$ cat src/clk_gate_pkg.sv
// constants for the sleep-mode unit clock gating block
// assumes a 32-bit apb slave decoding a 12-bit offset
package clk_gate_pkg;

    // -----------------------------------------------------------------
    // register offsets
    // -----------------------------------------------------------------
    localparam logic [11:0] RUN_CFG_OFS = 12'h060;
    localparam logic [11:0] RUN_GATE_OFS = 12'h100;
    localparam logic [11:0] SLEEP_GATE_OFS = 12'h110;
    localparam logic [11:0] DEEP_GATE_OFS = 12'h120;
    localparam logic [11:0] INT_STAT_OFS = 12'h130;
    localparam logic [11:0] INT_MASK_OFS = 12'h134;
    localparam logic [31:0] SYSCTL_BASE = 32'h400FE000;

    // -----------------------------------------------------------------
    // field layout
    // -----------------------------------------------------------------
    localparam int CONV_BIT = 16;
    localparam int KEEPER_BIT = 6;
    localparam int WDOG_BIT = 3;
    localparam int RATE_LO = 8;
    localparam int RATE_W = 4;
    localparam int ACG_BIT = 0;
    localparam int NUM_UNITS = 3;
    localparam logic [31:0] GATE_WMASK = 32'h00010F48;
    localparam logic [31:0] CFG_WMASK = 32'h00000001;

    // unit index order on UNIT_* ports: converter, keeper, watchdog
    localparam logic [NUM_UNITS-1:0] FAULT_CAPABLE = 3'h5;

    // -----------------------------------------------------------------
    // reset values
    // -----------------------------------------------------------------
    localparam logic [31:0] RUN_GATE_RST = 32'h00000040;
    localparam logic [31:0] SLEEP_GATE_RST = 32'h00000040;
    localparam logic [31:0] DEEP_GATE_RST = 32'h00000040;
    localparam logic [31:0] CFG_RST = 32'h00000000;

    // -----------------------------------------------------------------
    // sample rate codes
    // -----------------------------------------------------------------
    localparam logic [3:0] RATE_1M = 4'h3;
    localparam logic [3:0] RATE_500K = 4'h2;
    localparam logic [3:0] RATE_250K = 4'h1;
    localparam logic [3:0] RATE_125K = 4'h0;

    // interrupt status bits
    localparam int EV_CONV_FAULT = 0;
    localparam int EV_WDOG_FAULT = 1;
    localparam int EV_MODE_CHG = 2;
    localparam int NUM_EV = 3;

    typedef enum logic [1:0] {
        MODE_RUN,
        MODE_SLEEP,
        MODE_DEEP
    } pwr_mode_t;

endpackage : clk_gate_pkg

$ cat src/clk_gate.sv
// unit clock gating for converter, low power keeper and watchdog
// assumes an apb master, a power sequencer giving sleep levels and
// unit access strobes from the peripheral bus decoder
//
// The APB slave port was decided locally.
`timescale 1ns/1ps

// What this block does
// - a set gating bit clocks its unit, a clear bit leaves it stopped.
// - an access to the converter or watchdog whose clock is off is answered with a fault.
// - gating bits come up zero after reset, except bit 6 (keeper), which comes up set.
// - separate run, sleep and deep sleep gating registers are kept.
// - sleep and deep sleep registers act only with auto gating set.
// - bit 16 gates the converter, which faults when unclocked.
// - bit 6 gates the low power keeper, with no fault behaviour.
// - bit 3 gates the watchdog, which faults when unclocked.
// - bits 11:8 pick the rate: 3 1M, 2 500K, 1 250K, 0 125K.
// - reserved bits are read only and read as zero.
// - deep sleep register at 0x120, reset value 0x00000040.
// - sleep register decoded at 0x110.
// - run register decoded at 0x100, reset value 0x00000040.
module clk_gate #(
    parameter int ADDR_W = 12
) (
    input wire logic CLK_SYS,
    input wire logic RST,
    input wire logic CE,
    input wire logic PSEL,
    input wire logic PENABLE,
    input wire logic PWRITE,
    input wire logic [ADDR_W-1:0] PADDR,
    input wire logic [31:0] PWDATA,
    output logic [31:0] PRDATA,
    output logic PREADY,
    output logic PSLVERR,
    input wire logic SLEEP,
    input wire logic DEEP_SLEEP,
    input wire logic [2:0] UNIT_ACC,
    output logic [2:0] UNIT_CLK_EN,
    output logic [2:0] UNIT_FAULT,
    output logic [3:0] CONV_RATE,
    output logic IRQ
);

    // -----------------------------------------------------------------
    // state
    // -----------------------------------------------------------------
    logic [31:0] run_gate_ff;
    logic [31:0] sleep_gate_ff;
    logic [31:0] deep_gate_ff;
    logic [31:0] cfg_ff;
    logic [2:0] stat_ff;
    logic [2:0] mask_ff;
    logic [31:0] prdata_ff;
    logic pready_ff;
    logic pslverr_ff;
    logic [2:0] clk_en_ff;
    logic [2:0] fault_ff;
    logic [3:0] rate_ff;
    logic irq_ff;
    clk_gate_pkg::pwr_mode_t mode_ff;
    clk_gate_pkg::pwr_mode_t nxt_mode;
    logic [31:0] nxt_rdata;
    logic nxt_err;
    logic [31:0] eff_gate;
    logic [2:0] nxt_clk_en;
    logic [2:0] nxt_fault;
    logic [2:0] ev;
    logic [11:0] ofs;
    logic acc_ph;
    logic done;
    logic wr;

    assign ofs = 12'(PADDR);
    assign acc_ph = PSEL && PENABLE;
    // data phase ends on the edge that sees pready high
    assign done = acc_ph && pready_ff;
    assign wr = done && PWRITE && !pslverr_ff;

    // -----------------------------------------------------------------
    // bus answer
    // -----------------------------------------------------------------
    always_comb begin
        nxt_err = 1'b0;
        case (ofs)
            clk_gate_pkg::RUN_CFG_OFS: nxt_rdata = cfg_ff;
            clk_gate_pkg::RUN_GATE_OFS: nxt_rdata = run_gate_ff;
            clk_gate_pkg::SLEEP_GATE_OFS: nxt_rdata = sleep_gate_ff;
            clk_gate_pkg::DEEP_GATE_OFS: nxt_rdata = deep_gate_ff;
            clk_gate_pkg::INT_STAT_OFS: nxt_rdata = {29'h0, stat_ff};
            clk_gate_pkg::INT_MASK_OFS: nxt_rdata = {29'h0, mask_ff};
            default: begin
                nxt_rdata = 32'h00000000;
                nxt_err = 1'b1;
            end
        endcase
    end

    // one wait state so read data is registered before pready
    always_ff @(posedge CLK_SYS) begin
        if (RST) begin
            pready_ff <= 1'b0;
            pslverr_ff <= 1'b0;
            prdata_ff <= 32'h00000000;
        end else if (CE) begin
            if (acc_ph && !pready_ff) begin
                pready_ff <= 1'b1;
                pslverr_ff <= nxt_err;
                prdata_ff <= PWRITE ? 32'h00000000 : nxt_rdata;
            end else begin
                pready_ff <= 1'b0;
                pslverr_ff <= 1'b0;
            end
        end
    end

    // -----------------------------------------------------------------
    // gating registers
    // -----------------------------------------------------------------
    // reserved bits never store, so they read back zero
    always_ff @(posedge CLK_SYS) begin
        if (RST) begin
            run_gate_ff <= clk_gate_pkg::RUN_GATE_RST;
            sleep_gate_ff <= clk_gate_pkg::SLEEP_GATE_RST;
            deep_gate_ff <= clk_gate_pkg::DEEP_GATE_RST;
            cfg_ff <= clk_gate_pkg::CFG_RST;
        end else if (CE && wr) begin
            case (ofs)
                clk_gate_pkg::RUN_GATE_OFS: begin
                    run_gate_ff <= PWDATA
                        & clk_gate_pkg::GATE_WMASK;
                end
                clk_gate_pkg::SLEEP_GATE_OFS: begin
                    sleep_gate_ff <= PWDATA
                        & clk_gate_pkg::GATE_WMASK;
                end
                clk_gate_pkg::DEEP_GATE_OFS: begin
                    deep_gate_ff <= PWDATA
                        & clk_gate_pkg::GATE_WMASK;
                end
                clk_gate_pkg::RUN_CFG_OFS: begin
                    cfg_ff <= PWDATA & clk_gate_pkg::CFG_WMASK;
                end
                default: begin
                end
            endcase
        end
    end

    // -----------------------------------------------------------------
    // power mode tracking
    // -----------------------------------------------------------------
    always_comb begin
        if (DEEP_SLEEP) begin
            nxt_mode = clk_gate_pkg::MODE_DEEP;
        end else if (SLEEP) begin
            nxt_mode = clk_gate_pkg::MODE_SLEEP;
        end else begin
            nxt_mode = clk_gate_pkg::MODE_RUN;
        end
    end

    always_ff @(posedge CLK_SYS) begin
        if (RST) begin
            mode_ff <= clk_gate_pkg::MODE_RUN;
        end else if (CE) begin
            mode_ff <= nxt_mode;
        end
    end

    // -----------------------------------------------------------------
    // effective gate selection
    // -----------------------------------------------------------------
    always_comb begin
        case (mode_ff)
            clk_gate_pkg::MODE_RUN: eff_gate = run_gate_ff;
            clk_gate_pkg::MODE_SLEEP: begin
                eff_gate = cfg_ff[clk_gate_pkg::ACG_BIT]
                    ? sleep_gate_ff : run_gate_ff;
            end
            clk_gate_pkg::MODE_DEEP: begin
                eff_gate = cfg_ff[clk_gate_pkg::ACG_BIT]
                    ? deep_gate_ff : run_gate_ff;
            end
            default: eff_gate = run_gate_ff;
        endcase
    end

    assign nxt_clk_en = {
        eff_gate[clk_gate_pkg::WDOG_BIT],
        eff_gate[clk_gate_pkg::KEEPER_BIT],
        eff_gate[clk_gate_pkg::CONV_BIT]
    };

    always_ff @(posedge CLK_SYS) begin
        if (RST) begin
            clk_en_ff <= 3'h0;
            rate_ff <= clk_gate_pkg::RATE_125K;
        end else if (CE) begin
            // bit order already matches the unit index order
            clk_en_ff <= nxt_clk_en;
            // rate code is passed unchanged to the converter
            rate_ff <= eff_gate[clk_gate_pkg::RATE_LO
                +: clk_gate_pkg::RATE_W];
        end
    end

    // -----------------------------------------------------------------
    // unclocked access faults
    // -----------------------------------------------------------------
    // judged against the enable the unit really sees this cycle
    generate
        for (genvar u = 0; u < clk_gate_pkg::NUM_UNITS; u++) begin : g_unit
            assign nxt_fault[u] = UNIT_ACC[u] && !clk_en_ff[u]
                && clk_gate_pkg::FAULT_CAPABLE[u];
        end
    endgenerate

    always_ff @(posedge CLK_SYS) begin
        if (RST) begin
            fault_ff <= 3'h0;
        end else if (CE) begin
            fault_ff <= nxt_fault;
        end
    end

    // -----------------------------------------------------------------
    // interrupts
    // -----------------------------------------------------------------
    assign ev = {mode_ff != nxt_mode, nxt_fault[2], nxt_fault[0]};

    // set wins over a same-cycle write-one clear
    always_ff @(posedge CLK_SYS) begin
        if (RST) begin
            stat_ff <= 3'h0;
            mask_ff <= 3'h0;
        end else if (CE) begin
            if (wr && ofs == clk_gate_pkg::INT_STAT_OFS) begin
                stat_ff <= (stat_ff & ~PWDATA[2:0]) | ev;
            end else begin
                stat_ff <= stat_ff | ev;
            end
            if (wr && ofs == clk_gate_pkg::INT_MASK_OFS) begin
                mask_ff <= PWDATA[2:0];
            end
        end
    end

    always_ff @(posedge CLK_SYS) begin
        if (RST) begin
            irq_ff <= 1'b0;
        end else if (CE) begin
            irq_ff <= |(stat_ff & mask_ff);
        end
    end

    // -----------------------------------------------------------------
    // outputs
    // -----------------------------------------------------------------
    assign PRDATA = prdata_ff;
    assign PREADY = pready_ff;
    assign PSLVERR = pslverr_ff;
    assign UNIT_CLK_EN = {clk_en_ff[2], clk_en_ff[1], clk_en_ff[0]};
    assign UNIT_FAULT = fault_ff;
    assign CONV_RATE = rate_ff;
    assign IRQ = irq_ff;
endmodule : clk_gate

$ cat config.mk
export PLATFORM = sky130hd
export DESIGN_NAME = clk_gate
export DESIGN_NICKNAME = d
export VERILOG_FILES = /design/src/clk_gate_pkg.sv /design/src/clk_gate.sv
export SDC_FILE = /design/constraint.sdc
export NUM_CORES = 1
export LEC_CHECK = 0
export ABC_AREA = 1
export BUFFER_PORTS_ARGS = -buffer_cell sky130_fd_sc_hd__buf_2
export CAP_MARGIN = 20
export CORE_ASPECT_RATIO = 0.7
export CORE_UTILIZATION = 53
export CTS_BUF_LIST = sky130_fd_sc_hd__clkbuf_16
export DETAILED_ROUTE_END_ITERATION = 12
export GPL_ROUTABILITY_DRIVEN = 0
export HOLD_SLACK_MARGIN = 0.06
export PLACE_DENSITY = 0.85
export SLEW_MARGIN = 20
export SYNTH_ARGS = -nofsm -noshare
export SYNTH_HDL_FRONTEND = slang
export SYNTH_SLANG_ARGS = --single-unit
$ cat constraint.sdc
create_clock -name CLK_SYS -period 2.42 [get_ports CLK_SYS]
set_input_delay 0.363 -clock CLK_SYS [delete_from_list [all_inputs] [get_ports CLK_SYS]]
set_output_delay 0.363 -clock CLK_SYS [all_outputs]
set_load 0.02 [all_outputs]
Word-level counts from Yosys, hierarchy flattened
Index checks and enable logic that the tools add are counted.
Cells by class
  add/sub/neg operators: 0
  multiply operators: 0
  div/mod/pow operators: 0
  order comparisons: 0
  equality and inequality tests: 9
  shift operators: 0
  multiplexer cells: 11
  bitwise gates (word level): 5
  reductions and logical operators: 22
Operator list (count)
  case mux 17 bit (6 select lines): 1
  == test 12 x 9 -> 1 bit, second input constant: 5
  two-way mux 17 bit: 2
  case mux 17 bit (2 select lines): 1
  two-way mux 32 bit: 1
  == test 12 x 7 -> 1 bit, second input constant: 1
  AND reduction 2 bit: 6
  logical AND 1 bit: 10
  bitwise AND 3 bit: 2
  bitwise OR 3 bit: 2
  OR reduction 6 bit: 1
  zero test 1 bit: 4
  two-way mux 1 bit: 4
  two-way mux 3 bit: 1
  NOT 3 bit: 1
  OR reduction 3 bit: 1
  == test 2 x 1 -> 1 bit, second input constant: 1
  == test 2 bit, second input constant: 1
  two-way mux 2 bit: 1
  != test 2 bit: 1
Word-level totals
  register bits: 74
  bits in latches: 0
  RAM bits: 0
  ROM bits: 0
  input bits: 55
  output and inout port bits: 45
  word-level logic and storage cells: 61
  memories: 0

Depth between registers and ports, before layout
  depth after elaboration: 6
  mapped depth: 10
  mapped depth without buffers: 9

Least setup slack after synthesis
Ideal clock, no wire load.
  path kind: reg2reg
  start point: reg pready_ff, in the netlist PREADY
  end point: reg deep_gate_ff[6]
  setup time: 0.128 ns
  arrival: 1.323 ns
  slack: 0.970 ns
  cell stages (with the launch flop): 7
  path buffers: 1
  period minus slack after synthesis: 1.450 ns
  cell sequence: dfxtp_1 > nand3_1 > nor3_4 > nand3_2 > buf_6 > nand2_1 > o211ai_1
On the way
  word-level cells in the longest chain between the ends: 5
Ends and longest elaborated chain
  start: declaration: line clk_gate.sv:55  | logic pready_ff;
  start signal: assignment: line clk_gate.sv:102  | pready_ff <= 1'b0;
  start signal: assignment: line clk_gate.sv:107  | pready_ff <= 1'b1;
  start signal: assignment: line clk_gate.sv:111  | pready_ff <= 1'b0;
  logical AND 1 bit: line clk_gate.sv:77  | assign done = acc_ph && pready_ff;
  logical AND 1 bit (2 in series): line clk_gate.sv:78  | assign wr = done && PWRITE && !pslverr_ff;
  logical AND 1 bit: line clk_gate.sv:127  | end else if (CE && wr) begin
  AND reduction 2 bit (no line)
  end signal: assignment: line clk_gate.sv:125  | deep_gate_ff <= clk_gate_pkg::DEEP_GATE_RST;
  end signal: assignment: line clk_gate.sv:138  | deep_gate_ff <= PWDATA
  end: declaration: line clk_gate.sv:50  | logic [31:0] deep_gate_ff;
Every way passes these cells.
A chain may end at the register's enable or synchronous reset.

Final worst setup path
  start point: reg mode_ff[0]
  end point: reg rate_ff[1], in the netlist CONV_RATE[1]
On the way
  word-level cells in the longest chain between the ends: 2
  elaborated cells between the ends (all ways): 3
  those cells by class: eq/ne: 2; mux: 1
Ends and longest elaborated chain
  start: declaration: line clk_gate.sv:61  | clk_gate_pkg::pwr_mode_t mode_ff;
  start signal: assignment: line clk_gate.sv:165  | mode_ff <= clk_gate_pkg::MODE_RUN;
  start signal: assignment: line clk_gate.sv:167  | mode_ff <= nxt_mode;
  == test 2 bit / == test 2 x 1 -> 1 bit (equally long branches): line clk_gate.sv:175  | case (mode_ff)
  case mux 17 bit (2 select lines) (*): line clk_gate.sv:175
  end signal: assignment: line clk_gate.sv:198  | rate_ff <= clk_gate_pkg::RATE_125K;
  end signal: assignment: line clk_gate.sv:203  | rate_ff <= eff_gate[clk_gate_pkg::RATE_LO
  end: declaration: line clk_gate.sv:59  | logic [3:0] rate_ff;
Mark *: on every way between the ends. The rest lies on a longest branch, timed or not.

==> impl_metrics.tcl <==
set metrics [dict create \
    status "finished clean" \
    numCtsBuffers 5 \
    drv_slew 0 \
    cts_resized 0 \
    min_period_ns 1.82 \
    dpl.hpwl_um 5040 \
    internal_power_uw 1530 \
    io_buffers 53 \
    yosysMostFrequentCell "nand2_1" \
    yosys.area.top_type_share_pct 38.0 \
    syn_inst 412 \
    p_clk_share_pct 45.5 \
    wl_per_cell_um 12.7 \
    post-route-util_pct 64.9 \
    crit_type "reg -> reg" \
    boundaryPins 100 \
    ys_seq_area_share_pct 38.0 \
    die_w_um 88.0 \
    powerDensity_mw_per_mm2 630 \
    rsz0062_at_grt "no" \
    viasPerCell 5.27 \
    grt_start_max_net_pins 26 \
    htree_levels 2 \
    clock_skew_ns 0.00702 \
    drive_gt1_share_pct 14.7 \
    switching_share_pct 23.7 \
    ys.warnings.count 0 \
    endpoint_kind "flop" \
    async_flop_share_pct 0 \
    p_seq_share_pct 44.2 \
    synthTopCellsByCount "nand2_1, nand3_1, dfxtp_1, a21oi_1, inv_1" \
    synth_flop_cell "dfxtp_1" \
    synth_edf_count 0 \
    cts_tree "done" \
    syn_area_mm2 0.00274 \
    grt_pass1_wl_um 11200 \
    hold_class "in -> reg" \
    max_freq_mhz 549 \
    start_kind "flop" \
    critPathMaxFanout 8 \
    drc 0 \
    maxSlewHeadroom_pct 63.7 \
    diodes 0 \
    synth_cell_types 25 \
    peakVddDrop_v 0.000447 \
    grt_use_total_pct 25.7 \
    multi_input_area_mm2 0.00137 \
    hold_violations 0 \
    first_global_vias 2472 \
    fp.dieArea_mm2 0.00547 \
    row_count 21 \
    grt-ovfl-total 0 \
    synth_area_leaders "dfxtp_1, nand2_1, nand3_1, a21oi_1, inv_1" \
    fill_cells 446 \
    nets 520 \
    cap_violations 0 \
    crit_required_ns 2.60 \
    setup_viol 0 \
    area_growth_pct 15.7 \
    final.setup.tns_ns 0 \
    clk_latency_ns 0.29 \
    p_comb_share_pct 10.2 \
    regArea_mm2 0.00104 \
    drt_pass1_iterations 5 \
    initial_utilization_pct 56.1 \
    hold_buffers 0 \
    power_switching_uw 473 \
    worst_pin_slew_ns 0.542 \
    synth_top_cell_by_area "dfxtp_1" \
    core_mm2 0.00489 \
    cp_data_arrival_time_ns 2.00 \
    clock_sinks 52 \
    path_clk_slew_ns 0.07 \
    antenna_found_initial 0 \
    drtIter0Drc 186 \
    postRouteAntennaNets 0 \
    clk_path_buf_depth 2 \
    vias 2809 \
    ys_seq_elements 52 \
    drt-total-wl_um 6760 \
    finalCritPeriodShare_pct 75.3 \
    cts_setup_buffers 0 \
    p_leak_uw 0.00145 \
    dieHeight_um 62.2 \
    clockRootBuffer "clkbuf_16" \
    avgSynthCellArea_um2 6.65 \
]
-- power by group through the flow --
stage	sequential (uW)	clock, uW	combinational (uW)
2_1_floorplan	914	0	146
3_3_place_gp	902	0	195
3_5_place_dp	903	0	199
4_1_cts	883	915	202
5_1_grt	886	958	226
6_report	884	910	204
-- sequential cells by signal, summed over array words and instances (netlist names), 2 cells and up --
name / flops
PRDATA: 10
deep_gate_ff: 7
run_gate_ff: 7
sleep_gate_ff: 7
CONV_RATE: 4
UNIT_CLK_EN: 3
mask_ff: 3
stat_ff: 3
UNIT_FAULT: 2
mode_ff: 2
-- final timing paths --
kind,start,to,slack (ns),cells past startpoint
setup / recovery,mode_ff[0],CONV_RATE[1],0.60,6
hold / removal,PWDATA[16],deep_gate_ff[16],0.33,3
setup reg to reg,mode_ff[0],CONV_RATE[1],0.60,6
hold reg to reg,run_gate_ff[3],run_gate_ff[3],0.46,2
-- metrics by stage --
step                      hold slack, ns  std cells  total power, uW  setup slack [ns]  area, um^2
after global placement             0.451        525             1100             0.712        2980
after global routing               0.352        533             2070             0.440        3170
final                              0.329        533             2000             0.597        3170
after detailed placement           0.456        525             1100             0.667        2980
after CTS                          0.330        533             2000             0.653        3170
after floorplan                    0.437        434             1060             0.970        2820
-- kinds of logic after synthesis --
group,share of synthesized area (%)
flops,38.0
other cells,0.137
fa+ha+maj,0.913
compound gates,16.2
buf+inv,15.1
simple gates,29.7
-- cell type report --
class,instances,area share [%]
Clock buffer,5,3.95
Clock inverter,3,2.17
Inverter,49,5.80
Multi-Input combinational cell,298,43.2
Sequential cell,52,32.8
Tap cell,69,2.72
Timing Repair Buffer,57,9.31
-- critical path: stages, from the launching register on --
cell     delay [ns]
dfxtp_1        0.39
inv_1          0.08
ha_1           0.33
nor2_1         0.45
nor2_1         0.27
nand2_1        0.12
a21oi_1        0.07
-- per-layer routing --
layer  wire [um]  part of all wire, %  global-route usage, %
met4          48                 0.71                   5.94
met1        3030                   45                   34.1
met3         497                  7.3                   5.32
met5           0                    0                      0
met2        3190                   47                   42.7
-- cells in the final DEF, fill, tap and decap left out --
cell	n
nor3b_1	3
a22o_1	1
inv_6	1
nand2_1	79
clkinv_1	1
buf_2	53
clkbuf_16	5
inv_2	1
nand4_1	1
o22ai_1	6
o21ai_0	26
nor2_1	45
nor3_4	1
inv_1	47
conb_1	23
o211ai_1	3
bufinv_16	2
a21oi_1	48
nand3_2	1
nor3_1	2
a31oi_1	1
nand3b_1	1
ha_1	2
buf_4	4
dfxtp_1	52
nand3_1	55
(Power assumes the default switching activity.)
